==> config.mk <==
export PLATFORM = sky130hd
export DESIGN_NAME = static_link_forwarding
export DESIGN_NICKNAME = d
export VERILOG_FILES = /design/src/rtl/static_link_pkg.sv /design/src/rtl/static_link_forwarding.sv
export VERILOG_INCLUDE_DIRS = /design/src /design/src/rtl
export SDC_FILE = /design/constraint.sdc
export NUM_CORES = 1
export LEC_CHECK = 0
export ABC_AREA = 1
export BUFFER_PORTS_ARGS = -buffer_cell sky130_fd_sc_hd__buf_4
export CAP_MARGIN = 20
export CORE_AREA = 2 2 387 389
export CTS_BUF_LIST = sky130_fd_sc_hd__clkbuf_8
export DETAILED_ROUTE_END_ITERATION = 12
export DIE_AREA = 0 0 389 391
export GPL_TIMING_DRIVEN = 0
export PLACE_DENSITY = 0.35
export SYNTH_ARGS = -nofsm -noshare
export SYNTH_HDL_FRONTEND = slang
export SYNTH_SLANG_ARGS = --single-unit
==> constraint.sdc <==
create_clock -name sys_clk -period 1.63 [get_ports sys_clk]
set_clock_uncertainty 0.05 [all_clocks]
set_input_delay 0.163 -clock sys_clk [delete_from_list [all_inputs] [get_ports sys_clk]]
set_output_delay 0.163 -clock sys_clk [all_outputs]
set_load 0.01 [all_outputs]
==> src/rtl/static_link_regs.svh <==
// Register offsets, field positions and reset values of the static link forwarding block
`ifndef STATIC_LINK_REGS_SVH
`define STATIC_LINK_REGS_SVH

// Register indices; byte address is four times the index
`define STATIC_REG_FIRST    10'h0a0
`define STATIC_REG_LAST     10'h0a7
`define STATIC_IDX_W        10

// Field positions inside each static configuration register
`define STATIC_ENABLE_BIT   31
`define STATIC_PROC_BIT     8
`define STATIC_CHAN_MSB     4
`define STATIC_CHAN_LSB     0
`define STATIC_CHAN_W       5

`define STATIC_REG_RESET    32'h0000_0000
`define NUM_LINKS           8

// Register order C,D,A,B,G,H,E,F against links A..H numbered 0..7
`define LINK_REG_SWAP       3'h2

`define AXI_RESP_OKAY       2'h0
`define AXI_RESP_SLVERR     2'h2

`endif

==> src/rtl/static_link_pkg.sv <==
// Types shared by the static link forwarding block
package static_link_pkg;

   typedef struct packed {
      logic [31:0] data;
      logic        last;
   } link_flit_t;

   typedef struct packed {
      logic       static_en;
      logic       dest_proc;
      logic [4:0] dest_chan;
   } static_cfg_t;

   typedef struct packed {
      logic       dest_proc;
      logic [4:0] dest_chan;
   } local_dest_t;

endpackage

==> src/rtl/static_link_forwarding.sv <==
// Static forwarding configuration and per-link steering for the external links of a switch
//
// Contract
// Static-enabled link sends every packet to its configured local endpoint, no route lookup.
// Eight registers in address order govern links C, D, A, B, G, H, E, F.
// One-bit field, reset zero, picks the local processor receiving static traffic.
// Five-bit field, reset zero, picks the local channel endpoint receiving static traffic.
// Each link's enable, processor and endpoint settings are independent of other links.
// Disabled links use normal routing; reserved bits read zero and ignore writes.
`include "static_link_regs.svh"

module static_link_forwarding #(
   parameter int ADDR_W = 12
) (
   input  wire logic                                         sys_clk,
   input  wire logic                                         resetn,
   input  wire logic                                         ce,
   // AXI4-Lite register slave
   input  wire logic [ADDR_W-1:0]                            s_axi_awaddr,
   input  wire logic                                         s_axi_awvalid,
   output logic                                              s_axi_awready,
   input  wire logic [31:0]                                  s_axi_wdata,
   input  wire logic [3:0]                                   s_axi_wstrb,
   input  wire logic                                         s_axi_wvalid,
   output logic                                              s_axi_wready,
   output logic [1:0]                                        s_axi_bresp,
   output logic                                              s_axi_bvalid,
   input  wire logic                                         s_axi_bready,
   input  wire logic [ADDR_W-1:0]                            s_axi_araddr,
   input  wire logic                                         s_axi_arvalid,
   output logic                                              s_axi_arready,
   output logic [31:0]                                       s_axi_rdata,
   output logic [1:0]                                        s_axi_rresp,
   output logic                                              s_axi_rvalid,
   input  wire logic                                         s_axi_rready,
   // Arriving traffic, one stream per link A..H as index 0..7
   input  wire logic [`NUM_LINKS-1:0]                        link_in_valid,
   input  wire static_link_pkg::link_flit_t [`NUM_LINKS-1:0] link_in_flit,
   output logic [`NUM_LINKS-1:0]                             link_in_ready,
   // Static delivery towards local channel endpoints
   output logic [`NUM_LINKS-1:0]                             local_valid,
   output static_link_pkg::link_flit_t [`NUM_LINKS-1:0]      local_flit,
   output static_link_pkg::local_dest_t [`NUM_LINKS-1:0]     local_dest,
   input  wire logic [`NUM_LINKS-1:0]                        local_ready,
   // Routed traffic towards the normal switch routing logic
   output logic [`NUM_LINKS-1:0]                             route_valid,
   output static_link_pkg::link_flit_t [`NUM_LINKS-1:0]      route_flit,
   input  wire logic [`NUM_LINKS-1:0]                        route_ready
);

   // Configuration indexed by register, not by link
   static_link_pkg::static_cfg_t [`NUM_LINKS-1:0] cfg;

   logic [ADDR_W-1:0] aw_addr;
   logic              aw_held;
   logic [31:0]       w_data;
   logic [3:0]        w_strb;
   logic              w_held;

   logic [`STATIC_IDX_W-1:0] wr_idx;
   logic [`STATIC_IDX_W-1:0] rd_idx;
   logic                     wr_hit;
   logic                     rd_hit;
   logic                     do_write;
   logic [2:0]               wr_sel;
   logic [2:0]               rd_sel;
   logic                     wr_en_static;
   logic                     wr_en_proc;
   logic                     wr_en_chan;
   logic [31:0]              rd_word;

   // Index decode; address bits above the index width are cut off by the cast and not checked
   always_comb begin
      wr_idx = `STATIC_IDX_W'(aw_addr[ADDR_W-1:2]);
      rd_idx = `STATIC_IDX_W'(s_axi_araddr[ADDR_W-1:2]);
      wr_hit = (wr_idx >= `STATIC_REG_FIRST) && (wr_idx <= `STATIC_REG_LAST);
      rd_hit = (rd_idx >= `STATIC_REG_FIRST) && (rd_idx <= `STATIC_REG_LAST);
      wr_sel = 3'(wr_idx - `STATIC_REG_FIRST);
      rd_sel = 3'(rd_idx - `STATIC_REG_FIRST);
      do_write = aw_held && w_held && !s_axi_bvalid;
   end

   // Each live field sits in one byte lane; other lanes have nothing to write
   always_comb begin
      wr_en_static = do_write && wr_hit && w_strb[`STATIC_ENABLE_BIT / 8];
      wr_en_proc   = do_write && wr_hit && w_strb[`STATIC_PROC_BIT / 8];
      wr_en_chan   = do_write && wr_hit && w_strb[`STATIC_CHAN_LSB / 8];
   end

   // Read word; reserved bits are never loaded, so they read as zero
   always_comb begin
      rd_word = `STATIC_REG_RESET;
      if (rd_hit) begin
         rd_word[`STATIC_ENABLE_BIT]                = cfg[rd_sel].static_en;
         rd_word[`STATIC_PROC_BIT]                  = cfg[rd_sel].dest_proc;
         rd_word[`STATIC_CHAN_MSB:`STATIC_CHAN_LSB] = cfg[rd_sel].dest_chan;
      end
   end

   // Write address, captured once and held until the write is done
   always_ff @(posedge sys_clk or negedge resetn) begin
      if (!resetn) begin
         aw_addr <= '0;
      end else if (ce && s_axi_awvalid && s_axi_awready) begin
         aw_addr <= s_axi_awaddr;
      end
   end

   // Write address channel
   always_ff @(posedge sys_clk or negedge resetn) begin
      if (!resetn) begin
         aw_held       <= 1'b0;
         s_axi_awready <= 1'b1;
      end else if (ce) begin
         if (s_axi_awvalid && s_axi_awready) begin
            aw_held       <= 1'b1;
            s_axi_awready <= 1'b0;
         end else if (do_write) begin
            aw_held       <= 1'b0;
            s_axi_awready <= 1'b1;
         end
      end
   end

   // Write data and strobes, captured once
   always_ff @(posedge sys_clk or negedge resetn) begin
      if (!resetn) begin
         w_data <= '0;
         w_strb <= '0;
      end else if (ce && s_axi_wvalid && s_axi_wready) begin
         w_data <= s_axi_wdata;
         w_strb <= s_axi_wstrb;
      end
   end

   // Write data channel, taken independently of the address
   always_ff @(posedge sys_clk or negedge resetn) begin
      if (!resetn) begin
         w_held       <= 1'b0;
         s_axi_wready <= 1'b1;
      end else if (ce) begin
         if (s_axi_wvalid && s_axi_wready) begin
            w_held       <= 1'b1;
            s_axi_wready <= 1'b0;
         end else if (do_write) begin
            w_held       <= 1'b0;
            s_axi_wready <= 1'b1;
         end
      end
   end

   // Write response valid; set and clear never meet, do_write needs bvalid low
   always_ff @(posedge sys_clk or negedge resetn) begin
      if (!resetn) begin
         s_axi_bvalid <= 1'b0;
      end else if (ce) begin
         if (do_write) begin
            s_axi_bvalid <= 1'b1;
         end else if (s_axi_bvalid && s_axi_bready) begin
            s_axi_bvalid <= 1'b0;
         end
      end
   end

   // Write response code; unmapped writes have no effect
   always_ff @(posedge sys_clk or negedge resetn) begin
      if (!resetn) begin
         s_axi_bresp <= `AXI_RESP_OKAY;
      end else if (ce && do_write) begin
         s_axi_bresp <= wr_hit ? `AXI_RESP_OKAY : `AXI_RESP_SLVERR;
      end
   end

   // Configuration store; only the three fields exist, so reserved bits drop writes
   always_ff @(posedge sys_clk or negedge resetn) begin
      if (!resetn) begin
         cfg <= '0;
      end else if (ce) begin
         if (wr_en_static) begin
            cfg[wr_sel].static_en <= w_data[`STATIC_ENABLE_BIT];
         end
         if (wr_en_proc) begin
            cfg[wr_sel].dest_proc <= w_data[`STATIC_PROC_BIT];
         end
         if (wr_en_chan) begin
            cfg[wr_sel].dest_chan <= w_data[`STATIC_CHAN_MSB:`STATIC_CHAN_LSB];
         end
      end
   end

   // Read address channel; one read outstanding
   always_ff @(posedge sys_clk or negedge resetn) begin
      if (!resetn) begin
         s_axi_arready <= 1'b1;
      end else if (ce) begin
         if (s_axi_arvalid && s_axi_arready) begin
            s_axi_arready <= 1'b0;
         end else if (s_axi_rvalid && s_axi_rready) begin
            s_axi_arready <= 1'b1;
         end
      end
   end

   // Read valid rises one cycle after the address is taken
   always_ff @(posedge sys_clk or negedge resetn) begin
      if (!resetn) begin
         s_axi_rvalid <= 1'b0;
      end else if (ce) begin
         if (s_axi_arvalid && s_axi_arready) begin
            s_axi_rvalid <= 1'b1;
         end else if (s_axi_rvalid && s_axi_rready) begin
            s_axi_rvalid <= 1'b0;
         end
      end
   end

   // Read word and code are loaded once and stand until the master takes them
   always_ff @(posedge sys_clk or negedge resetn) begin
      if (!resetn) begin
         s_axi_rdata <= `STATIC_REG_RESET;
         s_axi_rresp <= `AXI_RESP_OKAY;
      end else if (ce && s_axi_arvalid && s_axi_arready) begin
         s_axi_rdata <= rd_word;
         s_axi_rresp <= rd_hit ? `AXI_RESP_OKAY : `AXI_RESP_SLVERR;
      end
   end

   // Per-link steering stage
   for (genvar g = 0; g < `NUM_LINKS; g++) begin : g_link
      // Register slot governing this link
      localparam logic [2:0] REG_SEL = 3'(g) ^ `LINK_REG_SWAP;

      static_link_pkg::static_cfg_t pkt_mode;
      static_link_pkg::static_cfg_t next_mode;
      logic                         mid_pkt;
      logic                         taken;
      logic                         drained;

      // Mode is frozen at a packet's first word so a packet is never split
      always_comb begin
         next_mode = mid_pkt ? pkt_mode : cfg[REG_SEL];
         taken     = link_in_valid[g] && link_in_ready[g];
         drained   = (local_valid[g] && local_ready[g]) ||
                     (route_valid[g] && route_ready[g]);
      end

      always_ff @(posedge sys_clk or negedge resetn) begin
         if (!resetn) begin
            mid_pkt  <= 1'b0;
            pkt_mode <= '0;
         end else if (ce && taken) begin
            mid_pkt  <= !link_in_flit[g].last;
            pkt_mode <= next_mode;
         end
      end

      // One-word slot; ready is registered, costing a bubble per word
      always_ff @(posedge sys_clk or negedge resetn) begin
         if (!resetn) begin
            link_in_ready[g] <= 1'b1;
         end else if (ce) begin
            if (taken) begin
               link_in_ready[g] <= 1'b0;
            end else if (drained) begin
               link_in_ready[g] <= 1'b1;
            end
         end
      end

      // Static delivery; word and destination stand until the endpoint takes them
      always_ff @(posedge sys_clk or negedge resetn) begin
         if (!resetn) begin
            local_valid[g] <= 1'b0;
            local_flit[g]  <= '0;
            local_dest[g]  <= '0;
         end else if (ce) begin
            if (taken) begin
               local_valid[g] <= next_mode.static_en;
               local_flit[g]  <= link_in_flit[g];
               local_dest[g]  <= '{dest_proc: next_mode.dest_proc,
                                   dest_chan: next_mode.dest_chan};
            end else if (local_valid[g] && local_ready[g]) begin
               local_valid[g] <= 1'b0;
            end
         end
      end

      // Routed path for words of a packet whose link is not static
      always_ff @(posedge sys_clk or negedge resetn) begin
         if (!resetn) begin
            route_valid[g] <= 1'b0;
            route_flit[g]  <= '0;
         end else if (ce) begin
            if (taken) begin
               route_valid[g] <= !next_mode.static_en;
               route_flit[g]  <= link_in_flit[g];
            end else if (route_valid[g] && route_ready[g]) begin
               route_valid[g] <= 1'b0;
            end
         end
      end
   end

endmodule

==> impl_metrics.csv <==
group,metric,value,unit
outcome,outcome,"finished, violations left",
outcome,violations,"hold timing, setup timing",
grt,gr-total-overflow,0,
worst_setup_path,rr_endpoint,"cfg[38]",
drt,wl_per_cell,18.4,um
power_and_ir_drop,power-per-cell-area,1620,mW/mm2
synthesis,synth_seq_cells,444,
timing,setup_violations,160,
timing,hold-worst-slack,-0.120,ns
cts,clkSlewWorstSetupHoldPaths,0.05,ns
drt,vias,21300,
worst_hold_path,hold_path_class,"in2async",
worst_setup_path,crit_path_max_fanout,3,
job,drv_cap,0,
worst_setup_path,r2r_start,"s_axi_bvalid",
grt,grt_pass1_wl,154000,um
timing,max_freq,586,MHz
synthesis,synthCells,2374,
layout,area_delta_synth_final,108,%
worst_setup_path,path_class,"reg2out",
drt,drtAntennaViolNets,0,
timing,layout_setup_ws,-0.0759,ns
cts,cts_sinks,444,
place,gp_congestion,0.783,
timing,worstMarginPinSlew,0.960,ns
layout,fin_cells,6069,
layout,finalCoreUtilization,28.5,%
cts,root_buffer,"clkbuf_8",
worst_setup_path,rrSetupSlack,-0.04,ns
timing,grt_setup_unrepaired,"true",
floorplan,ios,997,
timing,hold_viol,118,
cts,clockBufferDepth,3,
place,portBuffers,937,
worst_setup_path,worst_ep_required_time,1.42,ns
grt,grt_start_max_net_pins,97,
drt,dr.first_iter.drc_count,760,
place,hpwl,82600,um
grt,grt_pass1_vias,22000,
worst_setup_path,reg2reg_depth,10,
synthesis,postSynthAreaPerCell,8.57,um2
floorplan,initial_utilization,13.7,%
timing,post-route-period-util,105,%
grt,grt_use_total,13.9,%
floorplan,die_y,391,um
worst_setup_path,cp_data_arrival_time,1.49,ns
drt,firstDrtPassIters,4,
power_and_ir_drop,leakage,21.2,nW
floorplan,die_w,389,um
cts,cts_tree,"done",
floorplan,dieArea,0.152,mm2
layout,nets,4398,
cts,clock_latency,0.75,ns
floorplan,num_rows,142,
worst_setup_path,endpoint_kind,"output port",
timing,setup_tns,-3.44,ns
cts,cts_buffers,96,
drt,wl,111000,um
power_and_ir_drop,worst_ir_drop_vdd,0.000750,V
worst_setup_path,cp-start-kind,"flop",
timing,period_needed,1.71,ns
synthesis,syn-cell-area,0.0204,mm2
timing,slew_violations,0,
drt,drc,0,
synthesis,synth_cell_types,28,
synthesis,seq_area_frac_synth,54.7,%
worst_setup_path,crit_start,"route_flit[164]",
layout,drive_gt1_share,46.2,%
place,dp_cells,5286,
timing,slew_headroom,36.0,%
cts,htreeDepth,3,
drt,vias_per_cell,3.52,
grt,antenna_found_initial,15,
floorplan,core_area,0.149,mm2
worst_setup_path,crit_end,"route_flit[164]",
synthesis,synth_warnings,0,
==> cell usage in the layout (no fill, tap or decap), types with 13 or more instances in the layout <==
cell / n
nor2_4: 14
nand2_1: 1027
clkbuf_4: 15
buf_2: 25
clkbuf_8: 115
a21oi_1: 41
buf_4: 509
inv_1: 142
clkbuf_1: 13
buf_16: 15
nand2_2: 37
mux2_2: 20
dlygate4sd3_1: 465
o21ai_0: 68
nand3_2: 28
nand3_1: 39
nand4_1: 16
dfrtp_1: 312
dfrtp_2: 121
o21a_1: 18
buf_6: 890
nor2_1: 16
conb_1: 27
clkbuf_2: 16
==> cells by family (layout without fill, tap and decap cells) <==
logic type | count (synthesis) | in the layout | share of synthesized area (%)
AND/OR/NAND/NOR | 1212 | 1212 | 23.3
multiplexers | 20 | 20 | 1.11
flip-flops | 444 | 444 | 54.7
other | 1 | 37 | 0.0184
AO/OA/AOI/OAI | 153 | 153 | 4.18
buffers and inverters | 544 | 2259 | 16.7
==> stage by stage <==
stage          cell area [um2]  worst slack [ns]  power (mW)
2_1_floorplan            20500             0.153        29.9
3_3_place_gp             29900             -5.37        45.6
3_5_place_dp             30100             -1.47        45.6
4_1_cts                  41100            -0.221        68.8
5_1_grt                  42400            -0.221        72.6
6_report                 42400           -0.0759        68.5
==> power breakdown <==
group | internal [mW] | switching, mW
Clock | 6.69 | 5.67
Sequential | 15.2 | 5.55
Combinational | 22.5 | 12.8
==> Yosys cell counts, drive strengths merged <==
master	n	area share, %
mux2	20	1.1
o211ai	12	0.44
nor3	5	0.22
inv	106	2.0
nor2	35	0.71
o21a	18	0.66
buf	389	14
dfrtp	433	53
nor3b	1	0.061
nand2	1080	20
a21oi	41	1.0
o21ai	74	1.8
nand4	16	0.49
conb	1	0.018
nand3	75	1.9
clkinv	9	0.17
a31oi	8	0.25
clkbuf	40	0.74
dfstp	11	1.4
==> per-layer routing <==
| layer | track usage, % | wire length, um | vias up |
|---|---|---|---|
| met5 | 0 | 34 | - |
| met4 | 3.71 | 2730 | 6 |
| li1 | - | - | 10400 |
| met1 | 18.0 | 48700 | 10300 |
| met3 | 2.91 | 5060 | 160 |
| met2 | 23.4 | 54800 | 520 |
==> how the worst min path moves through the flow <==
| stage | to | slack, ns | depth (start not counted) | startpoint |
|---|---|---|---|---|
| floorplan | aw_addr[10] | -0.18 | 0 | resetn |
| global placement | aw_addr[7] | 0.31 | 3 | s_axi_awaddr[7] |
| detailed placement | route_flit[130] | 0.06 | 1 | resetn |
| CTS | route_flit[121] | -0.46 | 6 | resetn |
| global route | cfg[6] | -0.19 | 7 | resetn |
| finish | cfg[48] | -0.12 | 7 | resetn |
==> critical path, stage by stage (launching register included) <==
cell and delay (ns):
dfrtp_2 0.48, buf_6 0.15, buf_6 0.11
==> cell type report <==
| cell class | count | area, um2 |
|---|---|---|
| timing repair buffer | 1579 | 15800 |
| fill | 16000 | 106000 |
| inverter | 115 | 473 |
| tap | 1944 | 2430 |
| sequential | 444 | 11300 |
| clock buffer | 115 | 1580 |
| multi-input combinational | 1412 | 6560 |
| clock inverter | 56 | 317 |
| antenna | 10 | 25.0 |
| buffer | 394 | 3930 |
==> sequential cells by signal (all words and copies together) (netlist names), 8 cells and up <==
name / flops
link_in_ready: 8
local_valid: 8
g_link.pkt_mode: 56
cfg: 56
route_flit: 263
g_link.mid_pkt: 8
route_valid: 8
aw_addr: 10
==> what timing repair did <==
item	CTS	global route
pin swaps	14	43
hold endpoints to repair	633	59
resized for setup	1085	210
endpoints found under the setup margin	906	942
hold buffers	467	8
gates cloned	2	4
buffers inserted	101	55
(Power assumes the default switching activity.)
